`src/logic/hpcfg_pkg.sv`:
```
// hpcfg_pkg: register map, field layout and carrier types for the hub
// port/power configuration bank.
// assumes a byte-wide register port driven by the smbus/eeprom loader.
package hpcfg_pkg;
   localparam int        ADDR_W          = 8;
   localparam int        DATA_W          = 8;
   localparam int        NUM_PORTS       = 2;
   localparam logic [7:0] OFS_FIXED_DEV  = 8'h09;
   localparam logic [7:0] OFS_DIS_SP     = 8'h0a;
   localparam logic [7:0] OFS_DIS_BP     = 8'h0b;
   localparam logic [7:0] OFS_MAXPWR_SP  = 8'h0c;
   localparam logic [7:0] OFS_MAXPWR_BP  = 8'h0d;
   localparam logic [7:0] OFS_HCCUR_SP   = 8'h0e;
   localparam logic [7:0] RST_VAL        = 8'h00;
   // only bits 2:1 exist in the port registers
   localparam logic [7:0] PORT_MASK      = 8'h06;
   localparam int        PORT_LSB        = 1;
   localparam int        MA_PER_UNIT     = 2;
   // internal default: 50 counts = 100 mA
   localparam logic [7:0] DFLT_HCCUR     = 8'h32;

   typedef struct packed {
      logic                 wr_en;
      logic                 rd_en;
      logic [ADDR_W-1:0]    addr;
      logic [DATA_W-1:0]    wdata;
   } hpcfg_req_t;

   typedef struct packed {
      logic                 self_powered;
      logic                 compound;
      logic [NUM_PORTS-1:0] port_avail;
      logic [NUM_PORTS-1:0] port_removable;
      logic [7:0]           max_power;
      logic [7:0]           ctrl_current;
   } hpcfg_desc_t;
endpackage : hpcfg_pkg

```
`src/logic/hpcfg_pwr_sel.sv`:
```
// hpcfg_pwr_sel: picks the active power source and its port-disable set.
// assumes inputs synchronous to clk.
`timescale 1ns/1ps
`default_nettype none
module hpcfg_pwr_sel (
   input  wire logic       power_source_select,
   input  wire logic       dynamic_switch_en,
   input  wire logic       local_power_present_pin,
   input  wire logic [7:0] dis_sp,
   input  wire logic [7:0] dis_bp,
   output var  logic       self_powered,
   output var  logic [1:0] port_avail
);
   logic [7:0] dis_sel;
   always_comb begin
      // pin overrides the select bit under dynamic switching
      self_powered = dynamic_switch_en ? local_power_present_pin
                                       : power_source_select; // see (RULE13)
      dis_sel      = self_powered ? dis_sp : dis_bp; // see (RULE3) see (RULE4)
      port_avail   = ~dis_sel[hpcfg_pkg::PORT_LSB +: 2];
   end
endmodule : hpcfg_pwr_sel
`default_nettype wire

```
`src/logic/hpcfg_regs.sv`:
```
// hpcfg_regs: per-port and power configuration registers with a
// descriptor-facing output bundle.
// assumes a byte register port from the smbus/eeprom loader, one clock.
// Overview of operation
// (RULE1) port_fixed_device_flags bit1/bit2 mark port 1/2 non-removable.
// (RULE2) bits 7:3 and 0 of that register always read zero.
// (RULE3) self-powered: set bits in port_disable_self_powered make ports unavailable.
// (RULE4) bus-powered: set bits in port_disable_bus_powered make ports unavailable.
// (RULE5) the configurer disables only contiguous ports and writes zero to reserved bits.
// (RULE6) max_power_self_powered is an 8-bit count of 2 mA units.
// (RULE7) the configurer keeps max_power_self_powered at or below 50 counts.
// (RULE8) max_power_bus_powered is an 8-bit count of 2 mA units.
// (RULE9) controller_current_self_powered counts hub and board only, in 2 mA units.
// (RULE10) all counts scale at 2 mA per unit, 50 meaning 100 mA.
// (RULE11) internal default configuration applies 50 counts as controller current.
// (RULE12) a compound bit selects whether embedded-peripheral accounting applies.
// (RULE13) power_source_select picks self (1) or bus (0) unless dynamic switching follows the pin.
// (RULE14) selected power counts and removable flags feed the upstream descriptors.
`timescale 1ns/1ps
`default_nettype none
module hpcfg_regs (
   input  wire logic                     clk,
   input  wire logic                     sys_rst,
   input  wire hpcfg_pkg::hpcfg_req_t    req,
   input  wire logic                     power_source_select,
   input  wire logic                     dynamic_switch_en,
   input  wire logic                     local_power_present_pin,
   input  wire logic                     compound_en,
   input  wire logic                     use_internal_default,
   output var  logic [7:0]               rdata,
   output var  logic                     rvalid,
   output var  hpcfg_pkg::hpcfg_desc_t   desc
);
   logic [7:0] fixed_r, fixed_nxt;
   logic [7:0] dis_sp_r, dis_sp_nxt;
   logic [7:0] dis_bp_r, dis_bp_nxt;
   logic [7:0] mp_sp_r, mp_sp_nxt;
   logic [7:0] mp_bp_r, mp_bp_nxt;
   logic [7:0] hc_sp_r, hc_sp_nxt;
   logic [7:0] rdata_r, rdata_nxt;
   logic       rvalid_r, rvalid_nxt;
   hpcfg_pkg::hpcfg_desc_t desc_r, desc_nxt;
   logic       self_pw;
   logic [1:0] avail;

   function automatic logic hit(input logic [7:0] a, input logic [7:0] ofs);
      hit = (a == ofs);
   endfunction : hit

   hpcfg_pwr_sel u_sel (
      .power_source_select     (power_source_select),
      .dynamic_switch_en       (dynamic_switch_en),
      .local_power_present_pin (local_power_present_pin),
      .dis_sp                  (dis_sp_r),
      .dis_bp                  (dis_bp_r),
      .self_powered            (self_pw),
      .port_avail              (avail)
   );

   always_comb begin
      fixed_nxt  = fixed_r;
      dis_sp_nxt = dis_sp_r;
      dis_bp_nxt = dis_bp_r;
      mp_sp_nxt  = mp_sp_r;
      mp_bp_nxt  = mp_bp_r;
      hc_sp_nxt  = hc_sp_r;
      if (req.wr_en) begin
         // reserved bits dropped at write so they can never read back
         if (hit(req.addr, hpcfg_pkg::OFS_FIXED_DEV)) begin
            fixed_nxt = req.wdata & hpcfg_pkg::PORT_MASK; // see (RULE1) see (RULE2)
         end
         if (hit(req.addr, hpcfg_pkg::OFS_DIS_SP)) begin
            dis_sp_nxt = req.wdata & hpcfg_pkg::PORT_MASK; // see (RULE3)
         end
         if (hit(req.addr, hpcfg_pkg::OFS_DIS_BP)) begin
            dis_bp_nxt = req.wdata & hpcfg_pkg::PORT_MASK; // see (RULE4)
         end
         if (hit(req.addr, hpcfg_pkg::OFS_MAXPWR_SP)) begin
            mp_sp_nxt = req.wdata; // see (RULE6)
         end
         if (hit(req.addr, hpcfg_pkg::OFS_MAXPWR_BP)) begin
            mp_bp_nxt = req.wdata; // see (RULE8)
         end
         if (hit(req.addr, hpcfg_pkg::OFS_HCCUR_SP)) begin
            hc_sp_nxt = req.wdata; // see (RULE9) see (RULE10)
         end
      end
   end

   always_comb begin
      rvalid_nxt = req.rd_en;
      rdata_nxt  = 8'h00;
      if (req.rd_en) begin
         case (req.addr)
            hpcfg_pkg::OFS_FIXED_DEV: rdata_nxt = fixed_r; // see (RULE2)
            hpcfg_pkg::OFS_DIS_SP:    rdata_nxt = dis_sp_r;
            hpcfg_pkg::OFS_DIS_BP:    rdata_nxt = dis_bp_r;
            hpcfg_pkg::OFS_MAXPWR_SP: rdata_nxt = mp_sp_r;
            hpcfg_pkg::OFS_MAXPWR_BP: rdata_nxt = mp_bp_r;
            hpcfg_pkg::OFS_HCCUR_SP:  rdata_nxt = hc_sp_r;
            default:                  rdata_nxt = 8'h00;
         endcase
      end
   end

   always_comb begin
      desc_nxt                = '0;
      desc_nxt.self_powered   = self_pw; // see (RULE13)
      desc_nxt.compound       = compound_en; // see (RULE12)
      desc_nxt.port_avail     = avail; // see (RULE3) see (RULE4)
      desc_nxt.port_removable = ~fixed_r[hpcfg_pkg::PORT_LSB +: 2]; // see (RULE14)
      desc_nxt.max_power      = self_pw ? mp_sp_r : mp_bp_r; // see (RULE14)
      // controller current is only held for self-powered operation here
      desc_nxt.ctrl_current   = use_internal_default ? hpcfg_pkg::DFLT_HCCUR
                                                     : hc_sp_r; // see (RULE11)
   end

   always_ff @(posedge clk) begin
      if (sys_rst) begin
         fixed_r  <= hpcfg_pkg::RST_VAL;
         dis_sp_r <= hpcfg_pkg::RST_VAL;
         dis_bp_r <= hpcfg_pkg::RST_VAL;
         mp_sp_r  <= hpcfg_pkg::RST_VAL;
         mp_bp_r  <= hpcfg_pkg::RST_VAL;
         hc_sp_r  <= hpcfg_pkg::RST_VAL;
         rdata_r  <= 8'h00;
         rvalid_r <= 1'b0;
         desc_r   <= '0;
      end else begin
         fixed_r  <= fixed_nxt;
         dis_sp_r <= dis_sp_nxt;
         dis_bp_r <= dis_bp_nxt;
         mp_sp_r  <= mp_sp_nxt;
         mp_bp_r  <= mp_bp_nxt;
         hc_sp_r  <= hc_sp_nxt;
         rdata_r  <= rdata_nxt;
         rvalid_r <= rvalid_nxt;
         desc_r   <= desc_nxt;
      end
   end

   assign rdata  = rdata_r;
   assign rvalid = rvalid_r;
   assign desc   = desc_r;

   // attempts start only on a sampled non-reset edge: desc still holds '0 one edge after release
   a_fixed_reserved_zero: assert property (@(posedge clk) disable iff (sys_rst) // see (RULE2)
      !sys_rst
      |-> (fixed_r & ~hpcfg_pkg::PORT_MASK) == 8'h00)
      else $error("reserved non-removable bits set");
   a_fixed_write_mask: assert property (@(posedge clk) disable iff (sys_rst) // see (RULE1)
      req.wr_en && req.addr == hpcfg_pkg::OFS_FIXED_DEV
      |=> fixed_r == ($past(req.wdata) & hpcfg_pkg::PORT_MASK))
      else $error("non-removable write not stored");
   a_sp_avail_map: assert property (@(posedge clk) disable iff (sys_rst) // see (RULE3)
      !sys_rst && self_pw
      |=> desc.port_avail == ~$past(dis_sp_r[2:1]))
      else $error("self-powered port disable wrong");
   a_bp_avail_map: assert property (@(posedge clk) disable iff (sys_rst) // see (RULE4)
      !sys_rst && !self_pw
      |=> desc.port_avail == ~$past(dis_bp_r[2:1]))
      else $error("bus-powered port disable wrong");
   a_maxpwr_sel: assert property (@(posedge clk) disable iff (sys_rst) // see (RULE14)
      !sys_rst
      |=> desc.max_power == ($past(self_pw) ? $past(mp_sp_r) : $past(mp_bp_r)))
      else $error("max power selection wrong");
   a_mpsp_store: assert property (@(posedge clk) disable iff (sys_rst) // see (RULE6)
      req.wr_en && req.addr == hpcfg_pkg::OFS_MAXPWR_SP
      |=> mp_sp_r == $past(req.wdata))
      else $error("self max power not stored");
   a_mpbp_store: assert property (@(posedge clk) disable iff (sys_rst) // see (RULE8)
      req.wr_en && req.addr == hpcfg_pkg::OFS_MAXPWR_BP
      |=> mp_bp_r == $past(req.wdata))
      else $error("bus max power not stored");
   a_hcsp_default: assert property (@(posedge clk) disable iff (sys_rst) // see (RULE11)
      !sys_rst && use_internal_default
      |=> desc.ctrl_current == hpcfg_pkg::DFLT_HCCUR)
      else $error("default controller current not 50");
   a_src_select: assert property (@(posedge clk) disable iff (sys_rst) // see (RULE13)
      !sys_rst && dynamic_switch_en
      |=> desc.self_powered == $past(local_power_present_pin))
      else $error("dynamic power source not followed");
   a_src_fixed: assert property (@(posedge clk) disable iff (sys_rst) // see (RULE13)
      !sys_rst && !dynamic_switch_en
      |=> desc.self_powered == $past(power_source_select))
      else $error("selected power source not followed");
   a_hcsp_store: assert property (@(posedge clk) disable iff (sys_rst) // see (RULE9)
      req.wr_en && req.addr == hpcfg_pkg::OFS_HCCUR_SP
      |=> hc_sp_r == $past(req.wdata))
      else $error("controller current not stored");
   a_hcsp_select: assert property (@(posedge clk) disable iff (sys_rst) // see (RULE9)
      !sys_rst && !use_internal_default
      |=> desc.ctrl_current == $past(hc_sp_r))
      else $error("controller current not selected");
   a_read_answer: assert property (@(posedge clk) disable iff (sys_rst) // see (RULE4)
      req.rd_en && req.addr == hpcfg_pkg::OFS_DIS_BP && !req.wr_en
      |=> rvalid && rdata == $past(dis_bp_r))
      else $error("read of bus disable wrong");
   a_dis_sp_mask: assert property (@(posedge clk) disable iff (sys_rst) // see (RULE3)
      req.wr_en && req.addr == hpcfg_pkg::OFS_DIS_SP
      |=> dis_sp_r == ($past(req.wdata) & hpcfg_pkg::PORT_MASK))
      else $error("self-powered disable write not masked");
   a_dis_bp_mask: assert property (@(posedge clk) disable iff (sys_rst) // see (RULE4)
      req.wr_en && req.addr == hpcfg_pkg::OFS_DIS_BP
      |=> dis_bp_r == ($past(req.wdata) & hpcfg_pkg::PORT_MASK))
      else $error("bus-powered disable write not masked");
   a_removable_map: assert property (@(posedge clk) disable iff (sys_rst) // see (RULE1)
      !sys_rst
      |=> desc.port_removable == ~$past(fixed_r[2:1]))
      else $error("removable flags wrong");
   a_compound_pass: assert property (@(posedge clk) disable iff (sys_rst) // see (RULE12)
      !sys_rst
      |=> desc.compound == $past(compound_en))
      else $error("compound flag not passed");
   // a hole in the map answers zero, never stale data from an earlier read
   a_unmapped_read: assert property (@(posedge clk) disable iff (sys_rst)
      req.rd_en && (req.addr < hpcfg_pkg::OFS_FIXED_DEV || req.addr > hpcfg_pkg::OFS_HCCUR_SP)
      |=> rvalid && rdata == 8'h00)
      else $error("unmapped read not zero");

   c_sp_mode:  cover property (@(posedge clk) disable iff (sys_rst) self_pw && avail != 2'b11);
   c_bp_mode:  cover property (@(posedge clk) disable iff (sys_rst) !self_pw && avail == 2'b10);
   c_dyn_flip: cover property (@(posedge clk) disable iff (sys_rst) dynamic_switch_en && $rose(self_pw));
   c_undef_rd: cover property (@(posedge clk) disable iff (sys_rst) req.rd_en && req.addr == 8'h0f);
endmodule : hpcfg_regs
`default_nettype wire
```
`config.mk`:
```
export PLATFORM = sky130hd
export DESIGN_NAME = hpcfg_regs
export DESIGN_NICKNAME = d
export VERILOG_FILES = /design/src/logic/hpcfg_pkg.sv /design/src/logic/hpcfg_pwr_sel.sv /design/src/logic/hpcfg_regs.sv
export SDC_FILE = /design/constraint.sdc
export NUM_CORES = 1
export LEC_CHECK = 0
export CAP_MARGIN = 5
export CORE_ASPECT_RATIO = 1.2
export CORE_MARGIN = 10
export CORE_UTILIZATION = 37
export CTS_CLUSTER_DIAMETER = 120
export CTS_CLUSTER_SIZE = 25
export DETAILED_ROUTE_END_ITERATION = 8
export DONT_BUFFER_PORTS = 1
export PLACE_DENSITY = 0.58
export SYNTH_ARGS = -nofsm -noshare
export SYNTH_HDL_FRONTEND = slang
export SYNTH_HIERARCHICAL = 1
export SYNTH_SLANG_ARGS = --single-unit
```
`constraint.sdc`:
```
create_clock -name clk -period 1.4 [get_ports clk]
set_clock_uncertainty 0.1 [all_clocks]
set_input_delay 0.14 -clock clk [delete_from_list [all_inputs] [get_ports clk]]
set_output_delay 0.14 -clock clk [all_outputs]
set_load 0.005 [all_outputs]
```
==> impl_metrics.json, run 1 <==
{
  "nets_final": 281,
  "postLayoutCoreUtil": 0.4477,
  "synth_warnings": 6,
  "seq_power_share": 0.472,
  "p_sw_frac": 0.2094,
  "place.detailed.instances": 314,
  "stdcell_count": 348,
  "status": "finished clean",
  "cts_htree_levels": 3,
  "rows": 33,
  "setup-violations-final": 0,
  "worst_setup_hold_path_clk_slew_ps": 70,
  "gpl_congestion": 0.7436,
  "route.vias.total": 1762,
  "pwr_density_cell_nw_per_um2": 1230,
  "fin_crit_sh": 0.9365,
  "final.min_clock_period_ps": 1311,
  "p_sw_uw": 781.1,
  "first_pass_iters": 4,
  "dpl.hpwl_um": 4043,
  "power.share.clock": 0.475,
  "holdCritPathClass": "in2reg",
  "worstSkewPairLatency_ps": 340,
  "finalHoldViolCount": 0,
  "antenna_violating_nets_post_route": 0,
  "synth.net_count": 264,
  "worst_pin_slew_ps": 575.1,
  "grt_first_pass_wirelength_um": 10250,
  "grt_remaining_overflow": 0,
  "floorplan.io_pins": 56,
  "critical_path.top_delay_family": "buffers and inverters",
  "ordered_cell_list_for_the_critical_path": "dlygate4sd3_1 > nor4bb_1 > nand3_1 > mux2i_1",
  "drt-initial-drc-count": 105,
  "gr-max-usage-layer": "met2",
  "design.die.area_sq_um": 10610,
  "vdd_ir_drop_max_mv": 0.5960,
  "use_met2": 0.2050,
  "sequential_cell_area_sq_um": 1221,
  "totalWireLength_um": 6303,
  "final_max_slew_viol_count": 0,
  "multi_input_comb_area_sq_um": 1232,
  "cts_buffers": 9,
  "die_h_um": 110.9,
  "rel_slew_slack": 0.6162,
  "port_buffers": 0,
  "cts_setup_buffers": 0,
  "drcViolationCount": 0,
  "combinational_cell_fraction_of_total_power": 0.053,
  "gr-usage-met1": 0.1413,
  "num-fill-cells": 672,
  "cpPeakStageDelay_ps": 650,
  "netlist_area_pre_place_sq_um": 2545,
  "core_sq_um": 6771,
  "total_leakage_power_nw": 1.283,
  "drt-wirelength-per-cell_um": 18.11,
  "hold_path_depth": 2,
  "antenna_violations_before_repair": 0,
  "cp_slowest_cell": "dlygate4sd3_1",
  "area_growth_synth_to_finish_pct": 19.12,
  "r2r_cells": 2,
  "tritoncts": "yes",
  "die_w_um": 95.71,
  "grt_use_total": 0.1265,
  "sink_count": 61,
  "max_freq_mhz": 762.7,
  "grt_start_max_net_pins": 41,
  "max-clock-path-buffers": 2,
  "intPower_mw": 2.949,
  "crit_buf_inv": 1,
  "antenna_cells": 0,
  "maxCapViolations": 0,
  "critical_path_required_ps": 1520,
  "critical_path.max_fanout": 14,
  "crit_path_end_kind": "register",
  "worstSetupPathDepth": 4,
  "path_class": "in2reg",
  "kind_of_launch_point_of_the_worst_setup_path": "input port",
  "vias_per_cell": 5.063,
  "number_of_global_route_vias_before_repair": 1881,
  "worst_ep_arrival_time_ps": 1440,
  "layout-drive-gt1-share": 0.1456,
  "postSynthAreaPerCell_sq_um": 10.65,
  "setup_repair_after_global_routing_missed_its_margin": "false",
  "floorplan.initialDensity": 0.3758,
  "clk_root_buffer_cell": "clkbuf_8",
  "grt_use_met3": 0.04675,
  "netlist_instances": 239
}
[per-layer routing]
metal  routed length (um)  up-vias
li1                     -      861
met1                 2639      846
met2                 3134       43
met3                  408       12
met4                  120        0
met5                    0        -
[final cells by class]
cell class	instances	share of cell area
clock buffers	12	0.05118
clock inverters	4	0.02311
inverters	1	0.001238
multi-input cells	160	0.4065
flip-flops and latches	61	0.4028
well taps	87	0.03591
repair buffers	23	0.07924
[flip-flops by register name, summed over array words and instances (netlist names)]
register / flops
rdata: 8
mp_sp_r: 8
fixed_r: 2
desc: 22
dis_bp_r: 2
mp_bp_r: 8
rvalid: 1
dis_sp_r: 2
hc_sp_r: 8
[metrics by stage]
| step | hold WS, ps | area [sq um] | power [mW] | worst slack [ps] | TNS (ps) |
|---|---|---|---|---|---|
| after floorplan | 144.2 | 2545 | 1.932 | 183.4 | 0 |
| after global placement | 115.1 | 2616 | 1.923 | 14.56 | 0 |
| after detailed placement | 116.2 | 2616 | 1.925 | -16.16 | -27.67 |
| after CTS | 2.179 | 3032 | 3.773 | 95.17 | 0 |
| after global routing | 5.182 | 3032 | 3.867 | 45.11 | 0 |
| final | 8.115 | 3032 | 3.730 | 88.85 | 0 |
[power by group through the flow]
stage	Clock, mW	Sequential, mW	Combinational (mW)
floorplan	0	1.80	0.134
global placement	0	1.80	0.122
detailed placement	0	1.80	0.123
CTS	1.81	1.76	0.201
global route	1.89	1.76	0.214
finish	1.77	1.76	0.198
[worst register-to-register path: cells and delay by family, from the launching register on]
kind,cells,cell delay (ps)
simple gates,1,50
flops,1,360
buf+inv,1,540
[path summary, 6_finish.rpt]
kind	endpoint	slack, ps	startpoint
max	dis_sp_r[2]	90	req[8]
min	desc[3]	8	sys_rst
max reg2reg	desc[17]	240	fixed_r[2]
min reg2reg	desc[16]	340	fixed_r[1]
[layout by cell type, fill, tap and decap left out, drive strengths merged, types with 6 or more instances in the layout]
cell         count
dfxtp           61
mux2i           43
nand2b          38
nor2            17
dlygate4sd3     17
nand3           13
clkbuf          12
mux2            10
a21oi            8
buf              6
[repair_timing]
action,4_1_cts,5_1_grt
hold endpoints to repair,56,0
resized for setup,0,0
hold buffers,18,0
(Power assumes the default switching activity.)
==> inputs of run 2 (changes only) <==
--- a/config.mk
+++ b/config.mk
@@ -8,12 +8,14 @@
 export CAP_MARGIN = 5
 export CORE_ASPECT_RATIO = 1.2
 export CORE_MARGIN = 10
-export CORE_UTILIZATION = 37
+export CORE_UTILIZATION = 49
 export CTS_CLUSTER_DIAMETER = 120
 export CTS_CLUSTER_SIZE = 25
 export DETAILED_ROUTE_END_ITERATION = 8
 export DONT_BUFFER_PORTS = 1
-export PLACE_DENSITY = 0.58
+export HOLD_SLACK_MARGIN = 0.12
+export PLACE_DENSITY = 0.71
+export RECOVER_POWER = 25
 export SYNTH_ARGS = -nofsm -noshare
 export SYNTH_HDL_FRONTEND = slang
 export SYNTH_HIERARCHICAL = 1
==> impl_metrics.json, run 2 (synthesis gave the netlist of run 1 again) <==
{
  "largest_register_ff_count": 22,
  "fin_crit_sh": 0.9753,
  "final_design_area_no_fill_sq_um": 3158,
  "crit-reg2reg-capture": "rdata[6]",
  "rrSetupSlack_ps": 70,
  "worst_pin_slew_ps": 541.6,
  "worst_setup_hold_path_clk_slew_ps": 60,
  "gpl_congestion": 0.7466,
  "drt-wirelength-per-cell_um": 17.86,
  "totalWireLength_um": 6108,
  "core_sq_um": 4975,
  "r2r_cells": 3,
  "rel_slew_slack": 0.6389,
  "number_of_global_route_vias_before_repair": 1861,
  "area_growth_synth_to_finish_pct": 24.09,
  "pwr_density_cell_nw_per_um2": 1044,
  "drcViolationCount": 0,
  "setup-violations-final": 0,
  "floorplan.initialDensity": 0.5116,
  "antenna_violating_nets_post_route": 0,
  "finalHoldViolCount": 8,
  "worst_ep_arrival_time_ps": 1540,
  "overall_power_mw": 3.297,
  "tns_ps": 0,
  "vias_per_cell": 5.395,
  "clk_root_buffer_cell": "clkbuf_8",
  "final_max_slew_viol_count": 0,
  "hp-start": "req[8]",
  "rows": 28,
  "final.min_clock_period_ps": 1365,
  "die_h_um": 98.95,
  "status": "finished with violations",
  "fin_ws_ps": 34.57,
  "tritoncts": "yes",
  "hold_path_depth": 2,
  "total_leakage_power_nw": 1.372,
  "floorplan.io_pins": 56,
  "grt_start_max_net_pins": 30,
  "holdCritPathClass": "in2reg",
  "design.die.area_sq_um": 8488,
  "most-common-layout-cells": "dfxtp_1 (60), mux2i_1 (42), nand2b_1 (38)",
  "cts_hold_repair.buffers": 38,
  "worst_slack_on_hold_paths_ps": -63.23,
  "nets_final": 303,
  "placedInstanceArea_sq_um": 2577,
  "first_pass_iters": 4,
  "drt-initial-drc-count": 61,
  "dp_worst_setup_slack_ps": 34.15,
  "layout-drive-gt1-share": 0.1418,
  "cts_buffers": 9,
  "antenna_cells": 0,
  "grt_first_pass_wirelength_um": 9708,
  "cts_htree_levels": 3,
  "die_w_um": 85.79,
  "critical_path.max_fanout": 3,
  "max-clock-path-buffers": 2,
  "path_class": "in2reg",
  "port_buffers": 0,
  "vdd_ir_drop_max_mv": 0.9109,
  "layout_commonest_cell": "dfxtp_1",
  "crit_path_end_kind": "register",
  "dpl.hpwl_um": 3790,
  "worst_hold_path.endpoint": "rdata[6]",
  "kind_of_launch_point_of_the_worst_setup_path": "input port",
  "critical_path_required_ps": 1580,
  "critical_path.reg2reg.startpoint": "mp_bp_r[6]",
  "sink_count": 61,
  "maxCapViolations": 0,
  "grt_remaining_overflow": 0,
  "antenna_violations_before_repair": 0,
  "grt_use_total": 0.1481,
  "max_freq_mhz": 732.4,
  "failing_checks": "negative hold slack",
  "worstSkewPairLatency_ps": 340,
  "route.vias.total": 1845
}
run 2: changes by cell type in the layout (fill, tap and decap cells not counted), sizes merged:
| cell | delta |
|---|---|
| buf | +2 |
| bufinv | -2 |
| clkbuf | +1 |
| clkinvlp | +1 |
| dlygate4sd3 | +19 |
| dlymetal6s4s | +1 |
| inv | -1 |
run 2: power breakdown:
part	switching, mW	total [mW]	internal [mW]	leakage, nW
Sequential	0.00929	1.76	1.75	0.495
Clock	0.621	1.30	0.675	0.0833
Combinational	0.106	0.238	0.132	0.794
Total	0.736	3.30	2.56	1.37
run 2: worst max-delay path by stage:
stage / start / end / cells after the start
final: req[16] / rvalid / 3
after global routing: dynamic_switch_en / desc[11] / 6
after CTS: dynamic_switch_en / desc[11] / 5
after detailed placement: req[13] / mp_sp_r[4] / 4
after global placement: req[13] / mp_sp_r[5] / 4
after floorplan: req[8] / hc_sp_r[1] / 5
run 2: timing repair:
item | 4_1_cts | 5_1_grt
endpoints found under the hold margin | 61 | 18
resized for setup | 0 | 4
endpoints found under the setup margin | 0 | 11
setup buffers | 0 | 1
run 2: through the flow:
step | cells | utilization
global placement | 288 | 0.5181
global route | 342 | 0.6348
CTS | 341 | 0.6285
detailed placement | 288 | 0.5181
floorplan | 239 | -
finish | 342 | 0.6348
run 2: area by class of cell:
class / instances / area [sq um]
inverter: 1 / 7.507
multi-input combinational: 160 / 1236
tap: 60 / 75.07
sequential: 61 / 1222
timing repair buffer: 45 / 457.9
clock buffer: 13 / 148.9
fill: 412 / 1817
clock inverter: 2 / 10.01
run 2: metal layers:
| layer | share of wire | GRT usage |
|---|---|---|
| met4 | 0.027 | 0.09137 |
| met1 | 0.39 | 0.1436 |
| met5 | 0 | 0 |
| met3 | 0.065 | 0.06343 |
| met2 | 0.52 | 0.2529 |
run 2: critical path: stages:
cell and delay [ps]:
dlygate4sd3_1 520, nor2b_1 280, dlygate4sd3_1 600
